## config.mk

```make
export PLATFORM = sky130hd
export DESIGN_NAME = tei_regs
export DESIGN_NICKNAME = d
export VERILOG_FILES = /design/src/logic/tei_pkg.sv /design/src/logic/tei_event_input.sv /design/src/logic/tei_regs.sv
export SDC_FILE = /design/constraint.sdc
export NUM_CORES = 1
export LEC_CHECK = 0
export ABC_AREA = 1
export BUFFER_PORTS_ARGS = -buffer_cell sky130_fd_sc_hd__buf_2
export CORE_MARGIN = 5
export CORE_UTILIZATION = 30
export CTS_CLUSTER_SIZE = 16
export DETAILED_ROUTE_END_ITERATION = 6
export PLACE_DENSITY = 0.51
export SLEW_MARGIN = 20
export SYNTH_ARGS = -nofsm -noshare
export SYNTH_HDL_FRONTEND = slang
export SYNTH_HIERARCHICAL = 1
export SYNTH_SLANG_ARGS = --single-unit
```

## constraint.sdc

```tcl
create_clock -name clock -period 4.3 [get_ports clock]
set_input_delay 0.215 -clock clock [delete_from_list [all_inputs] [get_ports clock]]
set_output_delay 0.215 -clock clock [all_outputs]
set_load 0.03 [all_outputs]
```

## src/logic/tei_pkg.sv

```systemverilog
// Constants and types for the time-stamp event input register bank
// Functional notes
// Writing the seconds alias updates seconds but keeps the sub-second count running.
// Seconds alias reads and writes reach the same seconds counter as primary.
// Minutes and hours aliases reach the same counters as their primary addresses.
// Counter_a and day aliases reach the same counters as their primary addresses.
// Month and year aliases reach the same counters as their primary addresses.
// Buffer mode select 1 means direct mode, 0 means FIFO mode.
// A trigger captures a time stamp only when that input's capture enable is 1.
// Capture enable has no effect unless the same input's pin enable is 1.
// Triggers are accepted on an input only while its pin enable is 1.
// Bias field: 000 none, 001/010/011 pull-ups, 100 pull-down, others none.
// Edge field: 00 falling, 01 rising, 10 or 11 both edges.
// Each input configuration register resets to 1M pull-up, falling edge, 0x08.
// Writing the primary seconds address clears the sub-second counter.
// Consecutive addresses let sub-second then alias registers be accessed in sequence.
// Reserved and unused bits read zero and ignore writes.
// Inputs are synchronised before edge detection, one trigger per edge.
`default_nettype none
package tei_pkg;

  localparam int ADDR_W   = 12;
  localparam int IDX_LSB  = 2;
  localparam int IDX_MSB  = 8;
  localparam int NUM_PINS = 3;

  // Register indexes; byte address is four times the index
  localparam logic [6:0] IDX_SEC      = 7'h00;
  localparam logic [6:0] IDX_MIN      = 7'h01;
  localparam logic [6:0] IDX_HOUR     = 7'h02;
  localparam logic [6:0] IDX_WEEK     = 7'h03;
  localparam logic [6:0] IDX_DAY      = 7'h04;
  localparam logic [6:0] IDX_MONTH    = 7'h05;
  localparam logic [6:0] IDX_YEAR     = 7'h06;
  localparam logic [6:0] IDX_SUB_LO   = 7'h10;
  localparam logic [6:0] IDX_SUB_HI   = 7'h11;
  localparam logic [6:0] IDX_SEC_AL   = 7'h12;
  localparam logic [6:0] IDX_MIN_AL   = 7'h13;
  localparam logic [6:0] IDX_HOUR_AL  = 7'h14;
  localparam logic [6:0] IDX_WEEK_AL  = 7'h15;
  localparam logic [6:0] IDX_DAY_AL   = 7'h16;
  localparam logic [6:0] IDX_MONTH_AL = 7'h17;
  localparam logic [6:0] IDX_YEAR_AL  = 7'h18;
  localparam logic [6:0] IDX_EN       = 7'h20;
  localparam logic [6:0] IDX_CFG1     = 7'h21;
  localparam logic [6:0] IDX_CFG2     = 7'h23;
  localparam logic [6:0] IDX_CFG3     = 7'h25;

  // Writable-bit masks
  localparam logic [7:0] MASK_SEC    = 8'h7f;
  localparam logic [7:0] MASK_MIN    = 8'h7f;
  localparam logic [7:0] MASK_HOUR   = 8'h3f;
  localparam logic [7:0] MASK_WEEK   = 8'h7f;
  localparam logic [7:0] MASK_DAY    = 8'h3f;
  localparam logic [7:0] MASK_MONTH  = 8'h1f;
  localparam logic [7:0] MASK_YEAR   = 8'hff;
  localparam logic [7:0] MASK_EN     = 8'h7f;
  localparam logic [7:0] MASK_CFG    = 8'h1f;

  localparam logic [7:0] TIME_RESET  = 8'h00;
  localparam logic [7:0] EN_RESET    = 8'h00;
  localparam logic [7:0] CFG_RESET   = 8'h08;

  localparam int EN_PIN_LSB = 0;
  localparam int EN_CAP_LSB = 3;
  localparam int EN_DIR_BIT = 6;
  localparam int CFG_EDGE_LSB = 0;
  localparam int CFG_EDGE_MSB = 1;
  localparam int CFG_BIAS_LSB = 2;
  localparam int CFG_BIAS_MSB = 4;

  localparam logic [2:0] BIAS_NONE     = 3'h0;
  localparam logic [2:0] BIAS_PU_500K  = 3'h1;
  localparam logic [2:0] BIAS_PU_1M    = 3'h2;
  localparam logic [2:0] BIAS_PU_10M   = 3'h3;
  localparam logic [2:0] BIAS_PD_500K  = 3'h4;
  localparam logic [1:0] EDGE_FALL     = 2'h0;
  localparam logic [1:0] EDGE_RISE     = 2'h1;

  localparam int         FRAC_W      = 10;
  localparam int         SUBLO_LSB   = 6;
  localparam logic [9:0] FRAC_ZERO   = 10'h000;
  localparam logic [9:0] FRAC_MAX    = 10'h3ff;
  localparam logic [3:0] BCD_NINE    = 4'h9;
  localparam logic [3:0] BCD_FIVE    = 4'h5;

  localparam logic [1:0] RESP_OKAY   = 2'h0;
  localparam logic [1:0] RESP_SLVERR = 2'h2;

  localparam int CLOCK_HZ      = 250_000_000;
  localparam int FRAC_HZ       = 1024;
  localparam int FRAC_CYCLES   = CLOCK_HZ / FRAC_HZ;
  localparam int TICK_W        = 18;

  typedef enum logic {RD_IDLE, RD_DATA} tei_rd_state_t;

endpackage : tei_pkg
`default_nettype wire

```

## src/logic/tei_event_input.sv

```systemverilog
// One event trigger input: synchroniser, edge select and enable gating
`timescale 1ns/10ps
`default_nettype none
module tei_event_input
  import tei_pkg::*;
(
  input  wire logic       clock,
  input  wire logic       rst,
  input  wire logic       event_trigger_pin,
  input  wire logic       event_pin_enable,
  input  wire logic       event_capture_enable,
  input  wire logic [1:0] edge_polarity_select,
  output logic            trigger,
  output logic            capture
);

  logic sync_a;
  logic sync_b;
  logic sync_prev;
  logic next_trigger;
  logic next_capture;
  logic rise;
  logic fall;
  logic hit;

  always_comb begin
    rise = sync_b & ~sync_prev;
    fall = ~sync_b & sync_prev;
    case (edge_polarity_select)
      EDGE_FALL: hit = fall;
      EDGE_RISE: hit = rise;
      default:  hit = rise | fall;
    endcase
    next_trigger = event_pin_enable & hit;
    next_capture = next_trigger & event_capture_enable;
  end

  // Idle high matches the default pull-up, so no false edge after reset
  always_ff @(posedge clock or posedge rst) begin
    if (rst) begin
      sync_a    <= 1'b1;
      sync_b    <= 1'b1;
      sync_prev <= 1'b1;
      trigger   <= 1'b0;
      capture   <= 1'b0;
    end else begin
      sync_a    <= event_trigger_pin;
      sync_b    <= sync_a;
      sync_prev <= sync_b;
      trigger   <= next_trigger;
      capture   <= next_capture;
    end
  end

endmodule : tei_event_input
`default_nettype wire

```

## src/logic/tei_regs.sv

```systemverilog
// Clock alias and event input configuration registers on AXI4-Lite
//
// Local design decision: the AXI4-Lite slave port.
`timescale 1ns/10ps
`default_nettype none
module tei_regs
  import tei_pkg::*;
#(
  parameter int FRAC_TICK_CYCLES = FRAC_CYCLES
)
(
  input  wire logic                clock,
  input  wire logic                rst,
  input  wire logic [ADDR_W-1:0]   s_axi_awaddr,
  input  wire logic                s_axi_awvalid,
  output logic                     s_axi_awready,
  input  wire logic [31:0]         s_axi_wdata,
  input  wire logic [3:0]          s_axi_wstrb,
  input  wire logic                s_axi_wvalid,
  output logic                     s_axi_wready,
  output logic [1:0]               s_axi_bresp,
  output logic                     s_axi_bvalid,
  input  wire logic                s_axi_bready,
  input  wire logic [ADDR_W-1:0]   s_axi_araddr,
  input  wire logic                s_axi_arvalid,
  output logic                     s_axi_arready,
  output logic [31:0]              s_axi_rdata,
  output logic [1:0]               s_axi_rresp,
  output logic                     s_axi_rvalid,
  input  wire logic                s_axi_rready,
  input  wire logic [NUM_PINS-1:0] event_trigger_pin,
  output logic [NUM_PINS-1:0]      event_trigger,
  output logic [NUM_PINS-1:0]      capture_strobe,
  output logic                     buffer_mode_select,
  output logic [NUM_PINS-1:0]      pull_up_500k,
  output logic [NUM_PINS-1:0]      pull_up_1m,
  output logic [NUM_PINS-1:0]      pull_up_10m,
  output logic [NUM_PINS-1:0]      pull_down_500k
);

  // Write channel state
  logic                aw_held;
  logic [6:0]          aw_idx;
  logic                aw_ok;
  logic                w_held;
  logic [7:0]          w_byte;
  logic                w_lane;
  logic                next_aw_held;
  logic [6:0]          next_aw_idx;
  logic                next_aw_ok;
  logic                next_w_held;
  logic [7:0]          next_w_byte;
  logic                next_w_lane;
  logic                next_bvalid;
  logic [1:0]          next_bresp;
  logic                do_write;

  // Read channel state
  tei_rd_state_t       rd_state;
  tei_rd_state_t       next_rd_state;
  logic [31:0]         next_rdata;
  logic [1:0]          next_rresp;
  logic [6:0]          ar_idx;
  logic                ar_ok;

  // Register and counter state
  logic [7:0]          seconds_counter;
  logic [7:0]          minutes;
  logic [7:0]          hours;
  logic [7:0]          counter_a;
  logic [7:0]          day;
  logic [7:0]          month;
  logic [7:0]          year;
  logic [9:0]          subsecond_count;
  logic [TICK_W-1:0]   tick_count;
  logic [7:0]          enables;
  logic [7:0]          cfg [NUM_PINS];
  logic [7:0]          next_seconds_counter;
  logic [7:0]          next_minutes;
  logic [7:0]          next_hours;
  logic [7:0]          next_counter_a;
  logic [7:0]          next_day;
  logic [7:0]          next_month;
  logic [7:0]          next_year;
  logic [9:0]          next_subsecond_count;
  logic [TICK_W-1:0]   next_tick_count;
  logic [7:0]          next_enables;
  logic [7:0]          next_cfg [NUM_PINS];
  logic                wr_en;
  logic [7:0]          wr_data;
  logic                tick;

  localparam logic [TICK_W-1:0] TICK_LAST =
    TICK_W'(FRAC_TICK_CYCLES - 1);

  function automatic logic idx_mapped(input logic [6:0] idx);
    case (idx)
      IDX_SEC, IDX_MIN, IDX_HOUR, IDX_WEEK, IDX_DAY, IDX_MONTH, IDX_YEAR,
      IDX_SUB_LO, IDX_SUB_HI, IDX_SEC_AL, IDX_MIN_AL, IDX_HOUR_AL,
      IDX_WEEK_AL, IDX_DAY_AL, IDX_MONTH_AL, IDX_YEAR_AL,
      IDX_EN, IDX_CFG1, IDX_CFG2, IDX_CFG3: idx_mapped = 1'b1;
      default:                             idx_mapped = 1'b0;
    endcase
  endfunction : idx_mapped

  // BCD seconds step 00..59; wraps to 00
  function automatic logic [7:0] sec_step(input logic [7:0] sec);
    logic [3:0] lo;
    logic [3:0] hi;
    lo = sec[3:0];
    hi = sec[7:4];
    if (lo >= BCD_NINE) begin
      lo = 4'h0;
      hi = (hi >= BCD_FIVE) ? 4'h0 : hi + 4'h1;
    end else begin
      lo = lo + 4'h1;
    end
    sec_step = {hi, lo};
  endfunction : sec_step

  // ---------------- AXI write path ----------------
  assign s_axi_awready = ~aw_held;
  assign s_axi_wready  = ~w_held;
  assign do_write      = aw_held & w_held & ~s_axi_bvalid;

  always_comb begin
    next_aw_held = aw_held;
    next_aw_idx  = aw_idx;
    next_aw_ok   = aw_ok;
    next_w_held  = w_held;
    next_w_byte  = w_byte;
    next_w_lane  = w_lane;
    next_bvalid  = s_axi_bvalid;
    next_bresp   = s_axi_bresp;
    // Address and data are taken in either order
    if (s_axi_awvalid && !aw_held) begin
      next_aw_held = 1'b1;
      next_aw_idx  = s_axi_awaddr[IDX_MSB:IDX_LSB];
      next_aw_ok   = (s_axi_awaddr[ADDR_W-1:IDX_MSB+1] == '0) &&
                     idx_mapped(s_axi_awaddr[IDX_MSB:IDX_LSB]);
    end
    if (s_axi_wvalid && !w_held) begin
      next_w_held = 1'b1;
      next_w_byte = s_axi_wdata[7:0];
      next_w_lane = s_axi_wstrb[0];
    end
    if (do_write) begin
      next_aw_held = 1'b0;
      next_w_held  = 1'b0;
      next_bvalid  = 1'b1;
      next_bresp   = aw_ok ? RESP_OKAY : RESP_SLVERR;
    end else if (s_axi_bvalid && s_axi_bready) begin
      next_bvalid  = 1'b0;
    end
  end

  always_ff @(posedge clock or posedge rst) begin
    if (rst) begin
      aw_held      <= 1'b0;
      aw_idx       <= '0;
      aw_ok        <= 1'b0;
      w_held       <= 1'b0;
      w_byte       <= '0;
      w_lane       <= 1'b0;
      s_axi_bvalid <= 1'b0;
      s_axi_bresp  <= RESP_OKAY;
    end else begin
      aw_held      <= next_aw_held;
      aw_idx       <= next_aw_idx;
      aw_ok        <= next_aw_ok;
      w_held       <= next_w_held;
      w_byte       <= next_w_byte;
      w_lane       <= next_w_lane;
      s_axi_bvalid <= next_bvalid;
      s_axi_bresp  <= next_bresp;
    end
  end

  // ---------------- AXI read path ----------------
  assign s_axi_arready = (rd_state == RD_IDLE);
  assign s_axi_rvalid  = (rd_state == RD_DATA);
  assign ar_idx        = s_axi_araddr[IDX_MSB:IDX_LSB];
  assign ar_ok         = (s_axi_araddr[ADDR_W-1:IDX_MSB+1] == '0) &&
                         idx_mapped(ar_idx);

  always_comb begin
    next_rd_state = rd_state;
    next_rdata    = s_axi_rdata;
    next_rresp    = s_axi_rresp;
    case (rd_state)
      RD_IDLE: begin
        if (s_axi_arvalid) begin
          next_rd_state = RD_DATA;
          next_rresp    = ar_ok ? RESP_OKAY : RESP_SLVERR;
          next_rdata    = '0;
          // Primary and alias indexes decode to the same storage
          case (ar_idx)
            IDX_SEC, IDX_SEC_AL:     next_rdata[7:0] = seconds_counter;
            IDX_MIN, IDX_MIN_AL:     next_rdata[7:0] = minutes;
            IDX_HOUR, IDX_HOUR_AL:   next_rdata[7:0] = hours;
            IDX_WEEK, IDX_WEEK_AL:   next_rdata[7:0] = counter_a;
            IDX_DAY, IDX_DAY_AL:     next_rdata[7:0] = day;
            IDX_MONTH, IDX_MONTH_AL: next_rdata[7:0] = month;
            IDX_YEAR, IDX_YEAR_AL:   next_rdata[7:0] = year;
            IDX_SUB_LO:
              next_rdata[7:SUBLO_LSB] = subsecond_count[1:0];
            IDX_SUB_HI:
              next_rdata[7:0] = subsecond_count[FRAC_W-1:2];
            IDX_EN:   next_rdata[7:0] = enables;
            IDX_CFG1: next_rdata[7:0] = cfg[0];
            IDX_CFG2: next_rdata[7:0] = cfg[1];
            IDX_CFG3: next_rdata[7:0] = cfg[2];
            default:  next_rdata = '0;
          endcase
        end
      end
      RD_DATA: begin
        if (s_axi_rready) begin
          next_rd_state = RD_IDLE;
        end
      end
      default: next_rd_state = RD_IDLE;
    endcase
  end

  always_ff @(posedge clock or posedge rst) begin
    if (rst) begin
      rd_state    <= RD_IDLE;
      s_axi_rdata <= '0;
      s_axi_rresp <= RESP_OKAY;
    end else begin
      rd_state    <= next_rd_state;
      s_axi_rdata <= next_rdata;
      s_axi_rresp <= next_rresp;
    end
  end

  // ---------------- Registers and time base ----------------
  assign wr_en   = do_write & aw_ok & w_lane;
  assign wr_data = w_byte;
  assign tick    = (tick_count == TICK_LAST);

  always_comb begin
    next_seconds_counter = seconds_counter;
    next_minutes         = minutes;
    next_hours           = hours;
    next_counter_a       = counter_a;
    next_day             = day;
    next_month           = month;
    next_year            = year;
    next_enables         = enables;
    next_cfg             = cfg;
    next_tick_count      = tick ? '0 : tick_count + TICK_W'(1);
    next_subsecond_count = subsecond_count;
    if (tick) begin
      next_subsecond_count = subsecond_count + FRAC_W'(1);
      if (subsecond_count == FRAC_MAX) begin
        next_seconds_counter = sec_step(seconds_counter);
      end
    end
    // A software write overrides the running count in the same cycle
    if (wr_en) begin
      case (aw_idx)
        IDX_SEC: begin
          next_seconds_counter = wr_data & MASK_SEC;
          next_subsecond_count = FRAC_ZERO;
          next_tick_count      = '0;
        end
        // Alias write leaves the sub-second phase untouched
        IDX_SEC_AL: next_seconds_counter = wr_data & MASK_SEC;
        IDX_MIN, IDX_MIN_AL:     next_minutes   = wr_data & MASK_MIN;
        IDX_HOUR, IDX_HOUR_AL:   next_hours     = wr_data & MASK_HOUR;
        IDX_WEEK, IDX_WEEK_AL:   next_counter_a = wr_data & MASK_WEEK;
        IDX_DAY, IDX_DAY_AL:     next_day       = wr_data & MASK_DAY;
        IDX_MONTH, IDX_MONTH_AL: next_month     = wr_data & MASK_MONTH;
        IDX_YEAR, IDX_YEAR_AL:   next_year      = wr_data & MASK_YEAR;
        IDX_SUB_LO:
          next_subsecond_count[1:0] = wr_data[7:SUBLO_LSB];
        IDX_SUB_HI:
          next_subsecond_count[FRAC_W-1:2] = wr_data;
        IDX_EN:   next_enables = wr_data & MASK_EN;
        IDX_CFG1: next_cfg[0]  = wr_data & MASK_CFG;
        IDX_CFG2: next_cfg[1]  = wr_data & MASK_CFG;
        IDX_CFG3: next_cfg[2]  = wr_data & MASK_CFG;
        default: ;
      endcase
    end
  end

  always_ff @(posedge clock or posedge rst) begin
    if (rst) begin
      seconds_counter <= TIME_RESET;
      minutes         <= TIME_RESET;
      hours           <= TIME_RESET;
      counter_a       <= TIME_RESET;
      day             <= TIME_RESET;
      month           <= TIME_RESET;
      year            <= TIME_RESET;
      subsecond_count <= FRAC_ZERO;
      tick_count      <= '0;
      enables         <= EN_RESET;
      for (int i = 0; i < NUM_PINS; i++) begin
        cfg[i] <= CFG_RESET;
      end
    end else begin
      seconds_counter <= next_seconds_counter;
      minutes         <= next_minutes;
      hours           <= next_hours;
      counter_a       <= next_counter_a;
      day             <= next_day;
      month           <= next_month;
      year            <= next_year;
      subsecond_count <= next_subsecond_count;
      tick_count      <= next_tick_count;
      enables         <= next_enables;
      cfg             <= next_cfg;
    end
  end

  // ---------------- Pin configuration outputs ----------------
  assign buffer_mode_select = enables[EN_DIR_BIT];

  always_comb begin
    for (int i = 0; i < NUM_PINS; i++) begin
      pull_up_500k[i]   = 1'b0;
      pull_up_1m[i]     = 1'b0;
      pull_up_10m[i]    = 1'b0;
      pull_down_500k[i] = 1'b0;
      // Unlisted codes fall through to no bias
      case (cfg[i][CFG_BIAS_MSB:CFG_BIAS_LSB])
        BIAS_PU_500K: pull_up_500k[i]   = 1'b1;
        BIAS_PU_1M:   pull_up_1m[i]     = 1'b1;
        BIAS_PU_10M:  pull_up_10m[i]    = 1'b1;
        BIAS_PD_500K: pull_down_500k[i] = 1'b1;
        default: ;
      endcase
    end
  end

  for (genvar g = 0; g < NUM_PINS; g++) begin : g_pin
    tei_event_input u_input (
      .clock                (clock),
      .rst                  (rst),
      .event_trigger_pin    (event_trigger_pin[g]),
      .event_pin_enable     (enables[EN_PIN_LSB + g]),
      .event_capture_enable (enables[EN_CAP_LSB + g]),
      .edge_polarity_select (cfg[g][CFG_EDGE_MSB:CFG_EDGE_LSB]),
      .trigger              (event_trigger[g]),
      .capture              (capture_strobe[g])
    );
  end

endmodule : tei_regs
`default_nettype wire

```

## Word-level counts from Yosys, hierarchy flattened

Memory sizes are Yosys's and may differ from the RTL's.
Cells that the tools add are included.

- Add/sub/neg operators: 4
- Reduce and logical (&&, ||, !) cells: 42
- Multiplexer cells: 45
- Equal/unequal tests: 55
- Magnitude comparators: 2
- Bitwise operators: 29

Operators with widths:

| cell | count |
|---|---|
| equality test 7 x 5 -> 1 bit, second input constant | 18 |
| case mux 6 bit (12 select lines) | 1 |
| equality test 7 x 6 -> 1 bit, second input constant | 8 |
| two-way mux 18 bit | 3 |
| equality test 7 x 3 -> 1 bit, second input constant | 6 |
| two-way mux 8 bit | 4 |
| equality test 7 x 2 -> 1 bit, second input constant | 4 |
| OR reduction 2 bit | 14 |
| two-way mux 1 bit | 23 |
| AND reduction 2 bit | 11 |
| two-way mux 10 bit | 2 |
| adder 18 x 1 -> 18 bit, second input constant | 1 |
| equality test 18 bit, second input constant | 1 |
| equality test 3 x 2 -> 1 bit, second input constant | 6 |
| bitwise AND 1 bit | 16 |
| case mux 8 bit (2 select lines) | 1 |
| equality test 7 x 1 -> 1 bit, second input constant | 2 |
| logical NOT 7 bit | 2 |
| case mux 2 bit (7 select lines) | 1 |
| two-way mux 4 bit | 3 |
| adder 10 x 1 -> 10 bit, second input constant | 1 |
| equality test 10 bit, second input constant | 1 |
| NOT 1 bit | 10 |
| equality test 3 x 1 -> 1 bit, second input constant | 3 |
| 14 further kinds | 35 |

- Memories kept: 2
- Memory bits (read-only): 128
- Input bits: 70
- Bits in registers: 145
- Word-level logic and storage cells: 218
- Output and inout port bits: 60

Memories:

| name | words | width | rd ports | clocked after memory_dff | write ports | RTL line | text |
|---|---|---|---|---|---|---|---|
| (no name shown) | 64 | 1 | 1 | 0 | 0 | tei_regs.sv:97 | `case (idx)` |
| (no name shown) | 64 | 1 | 1 | 0 | 0 | tei_regs.sv:97 |  |

## Longest topological paths before layout

- Depth after elaboration: 7
- Gate-level depth with buffers: 13
- Gate-level depth less buffers: 13

## Cells and area by module

Netlist, hierarchy kept.

Modules (own cells, without submodules):

| module | sequential area each (sq um) | area an instance (sq um) | cells each | times used |
|---|---|---|---|---|
| tei_regs | 3,206.8 | 7,259.5 | 964 | 1 |
| tei_event_input | 128.9 | 221.5 | 20 | 3 |

## Worst setup path before layout

Ideal clock, no wire load.

- Kind: reg2reg
- Start: register s_axi_bvalid
- End: register day[0]
- Cell stages (with the launch flop): 11
- Clock period less this slack: 1.587 ns
- Path slack: 2.713 ns
- Arrival time: 1.456 ns
- Path buffers: 2
- Setup time: 0.131 ns
- Data required time: 4.169 ns
- Cell sequence: dfrtp_1 > inv_1 > nand3_1 > nor2_2 > nand2_2 > clkinv_2 > buf_6 > nand2_1 > buf_2 > nand2_1 > o21ai_1

- Longest elaborated chain between the ends: 5

RTL lines:

| what | RTL line | text |
|---|---|---|
| start: declaration | tei_regs.sv:22 | `output logic s_axi_bvalid,` |
| start signal: assignment | tei_regs.sv:174 | `s_axi_bvalid <= next_bvalid;` |
| NOT 1 bit | tei_regs.sv:124 | `assign do_write = aw_held & w_held & ~s_axi_bvalid;` |
| bitwise AND 1 bit | tei_regs.sv:124 |  |
| bitwise AND 1 bit (2 in series) | tei_regs.sv:239 | `assign wr_en = do_write & aw_ok & w_lane;` |
| AND reduction 2 bit (no source line) | -- |  |
| end signal: assignment | tei_regs.sv:310 | `day <= next_day;` |
| end: declaration | tei_regs.sv:71 | `logic [7:0] day;` |

Every way passes these cells.
A chain may end at the register's enable or synchronous reset.

## Final worst setup path

- Start: register tick_count[0]
- End: register tick_count[2]

- Longest elaborated chain between the ends: 4
- Elaborated cells between the ends (all ways): 5
- Classes of those cells: add/sub: 1; eq/ne: 1; mux: 3

RTL lines:

| what | RTL line | text |
|---|---|---|
| start: declaration | tei_regs.sv:75 | `logic [TICK_W-1:0] tick_count;` |
| start signal: assignment | tei_regs.sv:314 | `tick_count <= next_tick_count;` |
| adder 18 x 1 -> 18 bit or equality test 18 bit (tied branches) | tei_regs.sv:253, tei_regs.sv:241 |  |
| two-way mux 18 bit (*) | tei_regs.sv:253 | `next_tick_count = tick ? '0 : tick_count + TICK_W'(1);` |
| two-way mux 18 bit | tei_regs.sv:263 | `case (aw_idx)` |
| two-way mux 18 bit (*) | tei_regs.sv:262 | `if (wr_en) begin` |
| via next_tick_count[2] | tei_regs.sv:86 | `logic [TICK_W-1:0] next_tick_count;` |

The timed path passes the listed nets; every way through them passes the cells marked *.

==> flow_metrics.py <==
metrics = {
    "run_status": {
        "status": "finished, final reports clean",
    },
    "detailed_routing": {
        "drc": 0,
        "dr.pass1.iters": 5,
        "routedWlPerCell_um": 14.3,
        "finalWirelength_mm": 20.8,
        "first_iter_violations": 434,
        "viasPerCell": 4.54,
        "num_vias": 6588,
        "ant_nets": 0,
    },
    "pwr": {
        "leakage_nw": 4.52,
        "irDropWorstVdd_mv": 0.283,
        "power_density_nw_per_um2": 410,
    },
    "layout": {
        "antenna_cells": 0,
        "nFillCells": 2777,
        "seqCellArea_um2": 3590,
        "final-instance-count-excl-fill": 1450,
        "syn_to_final_growth_pct": 15.6,
        "multiInputGateArea_um2": 3710,
        "fin_area_um2": 9160,
        "drive_gt1_share_pct": 18.4,
        "final_nets": 1186,
    },
    "yosys": {
        "avgSynthCellArea_um2": 7.74,
        "yosys-top-cells-area": "dfrtp_1 41%, nand2_1 14%, nor2_1 4.5%, inv_1 4.2%, nand3_1 4.0%",
        "synth.most_common_cell": "nand2_1",
        "ys_ff_latch": 143,
        "ys_seq_area_share_pct": 45.3,
        "synth_common_cells": "299 x nand2_1, 131 x dfrtp_1, 95 x nor2_1, 89 x inv_1, 64 x nand3_1",
        "synth_top_cell_by_area": "dfrtp_1",
        "syn_area_um2": 7920,
        "synth_edf_count": 0,
        "synthDistinctLibCells": 48,
        "async_flop_share_pct": 100,
        "synthCells": 1024,
        "synth_top_area_share_pct": 41.4,
        "synthFlopType": "dfrtp_1",
        "yosys_warnings": 6,
    },
    "timing": {
        "rsz0062_at_grt": "false",
        "skew_ps": 13.9,
        "slew_headroom_pct": 40.2,
        "period_share_pct": 45.3,
        "hold_viol": 0,
        "setup_viol": 0,
        "max_slew.worst_pin.slew_ps": 898,
        "period_minus_slack_ps": 1950,
        "fin_setup_tns_ps": 0,
        "slew_viol_final": 0,
        "whs_ps": 20.4,
        "clock.fmax_mhz": 513,
    },
    "grt": {
        "grt_pass1_vias": 6550,
        "grt_max_degree": 69,
        "grt_pass1_wl_mm": 34.7,
        "antenna_found_initial": 0,
        "globalRouteTotalUtil_pct": 14.2,
        "grt-ovfl-total": 0,
    },
    "setup_path": {
        "crit_path_end_kind": "flop",
        "reg2regPathDepth": 8,
        "startpoint_type": "flop",
        "cp.required_ps": 4600,
        "critPathMaxFanout": 11,
        "r2r_slack_ps": 2350,
        "critical_path_class": "flop to flop",
        "r2r_end": "tick_count[2]$_DFF_PP0_",
        "r2r_start": "tick_count[0]$_DFF_PP0_",
        "worstPathArrival_ps": 2250,
    },
    "die": {
        "die_h_um": 173,
        "io_pins": 130,
        "die_area_um2": 29800,
        "num_rows": 59,
        "core_um2": 26100,
        "die_x_um": 173,
        "start_util_pct": 30.4,
    },
    "clock_network": {
        "ctsHtreeMaxLevel": 4,
        "clock-sinks": 143,
        "clock_latency_ps": 440,
        "post_cts_buffers": 0,
        "root_buffer": "clkbuf_16",
        "path_clk_slew_ps": 70,
        "clk_path_buf_depth": 2,
        "cts_buffers": 17,
        "cts_tree": "built",
    },
    "worst_hold_path": {
        "min_to": "w_lane$_DFFE_PP0P_",
        "min_from": "s_axi_wstrb[0]",
        "min_path_cells": 2,
        "hold_path.class": "input pin to flop",
    },
    "placed_design": {
        "dpl_cell_area_um2": 8510,
        "placed_cells": 1412,
        "port_buffers": 72,
        "dp_hpwl_mm": 15.2,
        "place.gp.congestion": 0.822,
    },
    "job": {
        "max_cap_violations": 0,
    },
}
==> power by group <==
group / internal [mW] / leakage [nW] / switching [mW]
combinational: 0.155 / 2.35 / 0.519
clock: 0.825 / 0.286 / 0.667
sequential: 1.47 / 1.88 / 0.120
total: 2.45 / 4.52 / 1.31
==> layout by cell type (no fill, tap or decap), drive strengths merged, types with 2 or more instances in the layout <==
master	count
dlygate4sd3	6
clkinv	6
nor3	18
xor2	8
clkbuf	17
o22ai	5
clkinvlp	2
dfrtp	131
conb	26
o21ai	100
buf	74
nand2	320
nand3b	2
ha	14
o21a	2
a21oi	24
nand3	73
or2	2
nor2	123
dfstp	12
inv	115
nand4	11
a21boi	14
==> per-stage QoR <==
| step | power, mW | utilization (%) | setup slack, ps |
|---|---|---|---|
| floorplan | 2.08 | - | 677 |
| global placement | 2.28 | 32.7 | 2290 |
| detailed placement | 2.28 | 32.7 | 2260 |
| CTS | 3.79 | 35.1 | 2340 |
| global route | 3.94 | 35.1 | 2200 |
| finish | 3.75 | 35.1 | 2350 |
==> logic make-up after synthesis <==
family | Yosys count | synth area share, %
adders and majority gates | 14 | 2.21
buffers and inverters | 155 | 9.03
DFF | 143 | 45.3
muxes | 1 | 0.142
AOI/OAI and AO/OA | 150 | 10.5
other | 1 | 0.0473
and+or+nand+nor | 551 | 31.7
xor gates and xnor gates | 9 | 0.995
==> critical path, stage by stage (launching register included) <==
cell     delay (ps)
dfrtp_1         390
ha_1            300
nand4_1         180
nor2_4          160
nand3_4         170
nand2_2         290
inv_2           150
o21ai_0         100
a21oi_1          60
==> worst max path at each step <==
stage,from,endpoint,slack (ps),cells past startpoint
after CTS,tick_count[0]$_DFF_PP0_,tick_count[2]$_DFF_PP0_,2340,8
after detailed placement,s_axi_araddr[7],s_axi_rdata[0]$_DFFE_PP0P_,2260,12
final,tick_count[0]$_DFF_PP0_,tick_count[2]$_DFF_PP0_,2350,8
after global placement,s_axi_araddr[7],s_axi_rdata[0]$_DFFE_PP0P_,2290,12
after floorplan,rst,aw_held$_DFFE_PP0P_,680,1
after global routing,tick_count[0]$_DFF_PP0_,tick_count[2]$_DFF_PP0_,2200,8
==> layer usage <==
metal  track usage (%)  part of all wire, %  vias to the layer above
li1                  -                    -                     3376
met1              20.4                   50                     3052
met2              21.7                   43                      137
met3              2.92                  4.8                       23
met4              4.29                  1.6                        0
met5                 0                    0                        -
==> cell type report <==
cell class	instances	share of cell area, %
Clock buffer	17	4.64
Clock inverter	15	1.79
Inverter	109	4.51
Multi-Input combinational cell	751	40.5
Sequential cell	143	39.2
Tap cell	335	4.58
Timing Repair Buffer	80	4.75
==> flip-flops by register name (all words and copies together) (netlist names), 3 cells and up <==
name	flops
tick_count	18
cfg	15
subsecond_count	10
s_axi_rdata	8
seconds_counter	8
w_byte	8
year	8
aw_idx	7
counter_a	7
enables	7
minutes	7
day	6
hours	6
month	5
g_pin.u_input/capture	3
g_pin.u_input/sync_a	3
g_pin.u_input/sync_b	3
g_pin.u_input/sync_prev	3
g_pin.u_input/trigger	3
==> what timing repair did <==
item                      4_1_cts  5_1_grt
hold buffers                    6        0
hold endpoints to repair       20        0
resized for setup               0        0
(Power assumes the default switching activity.)
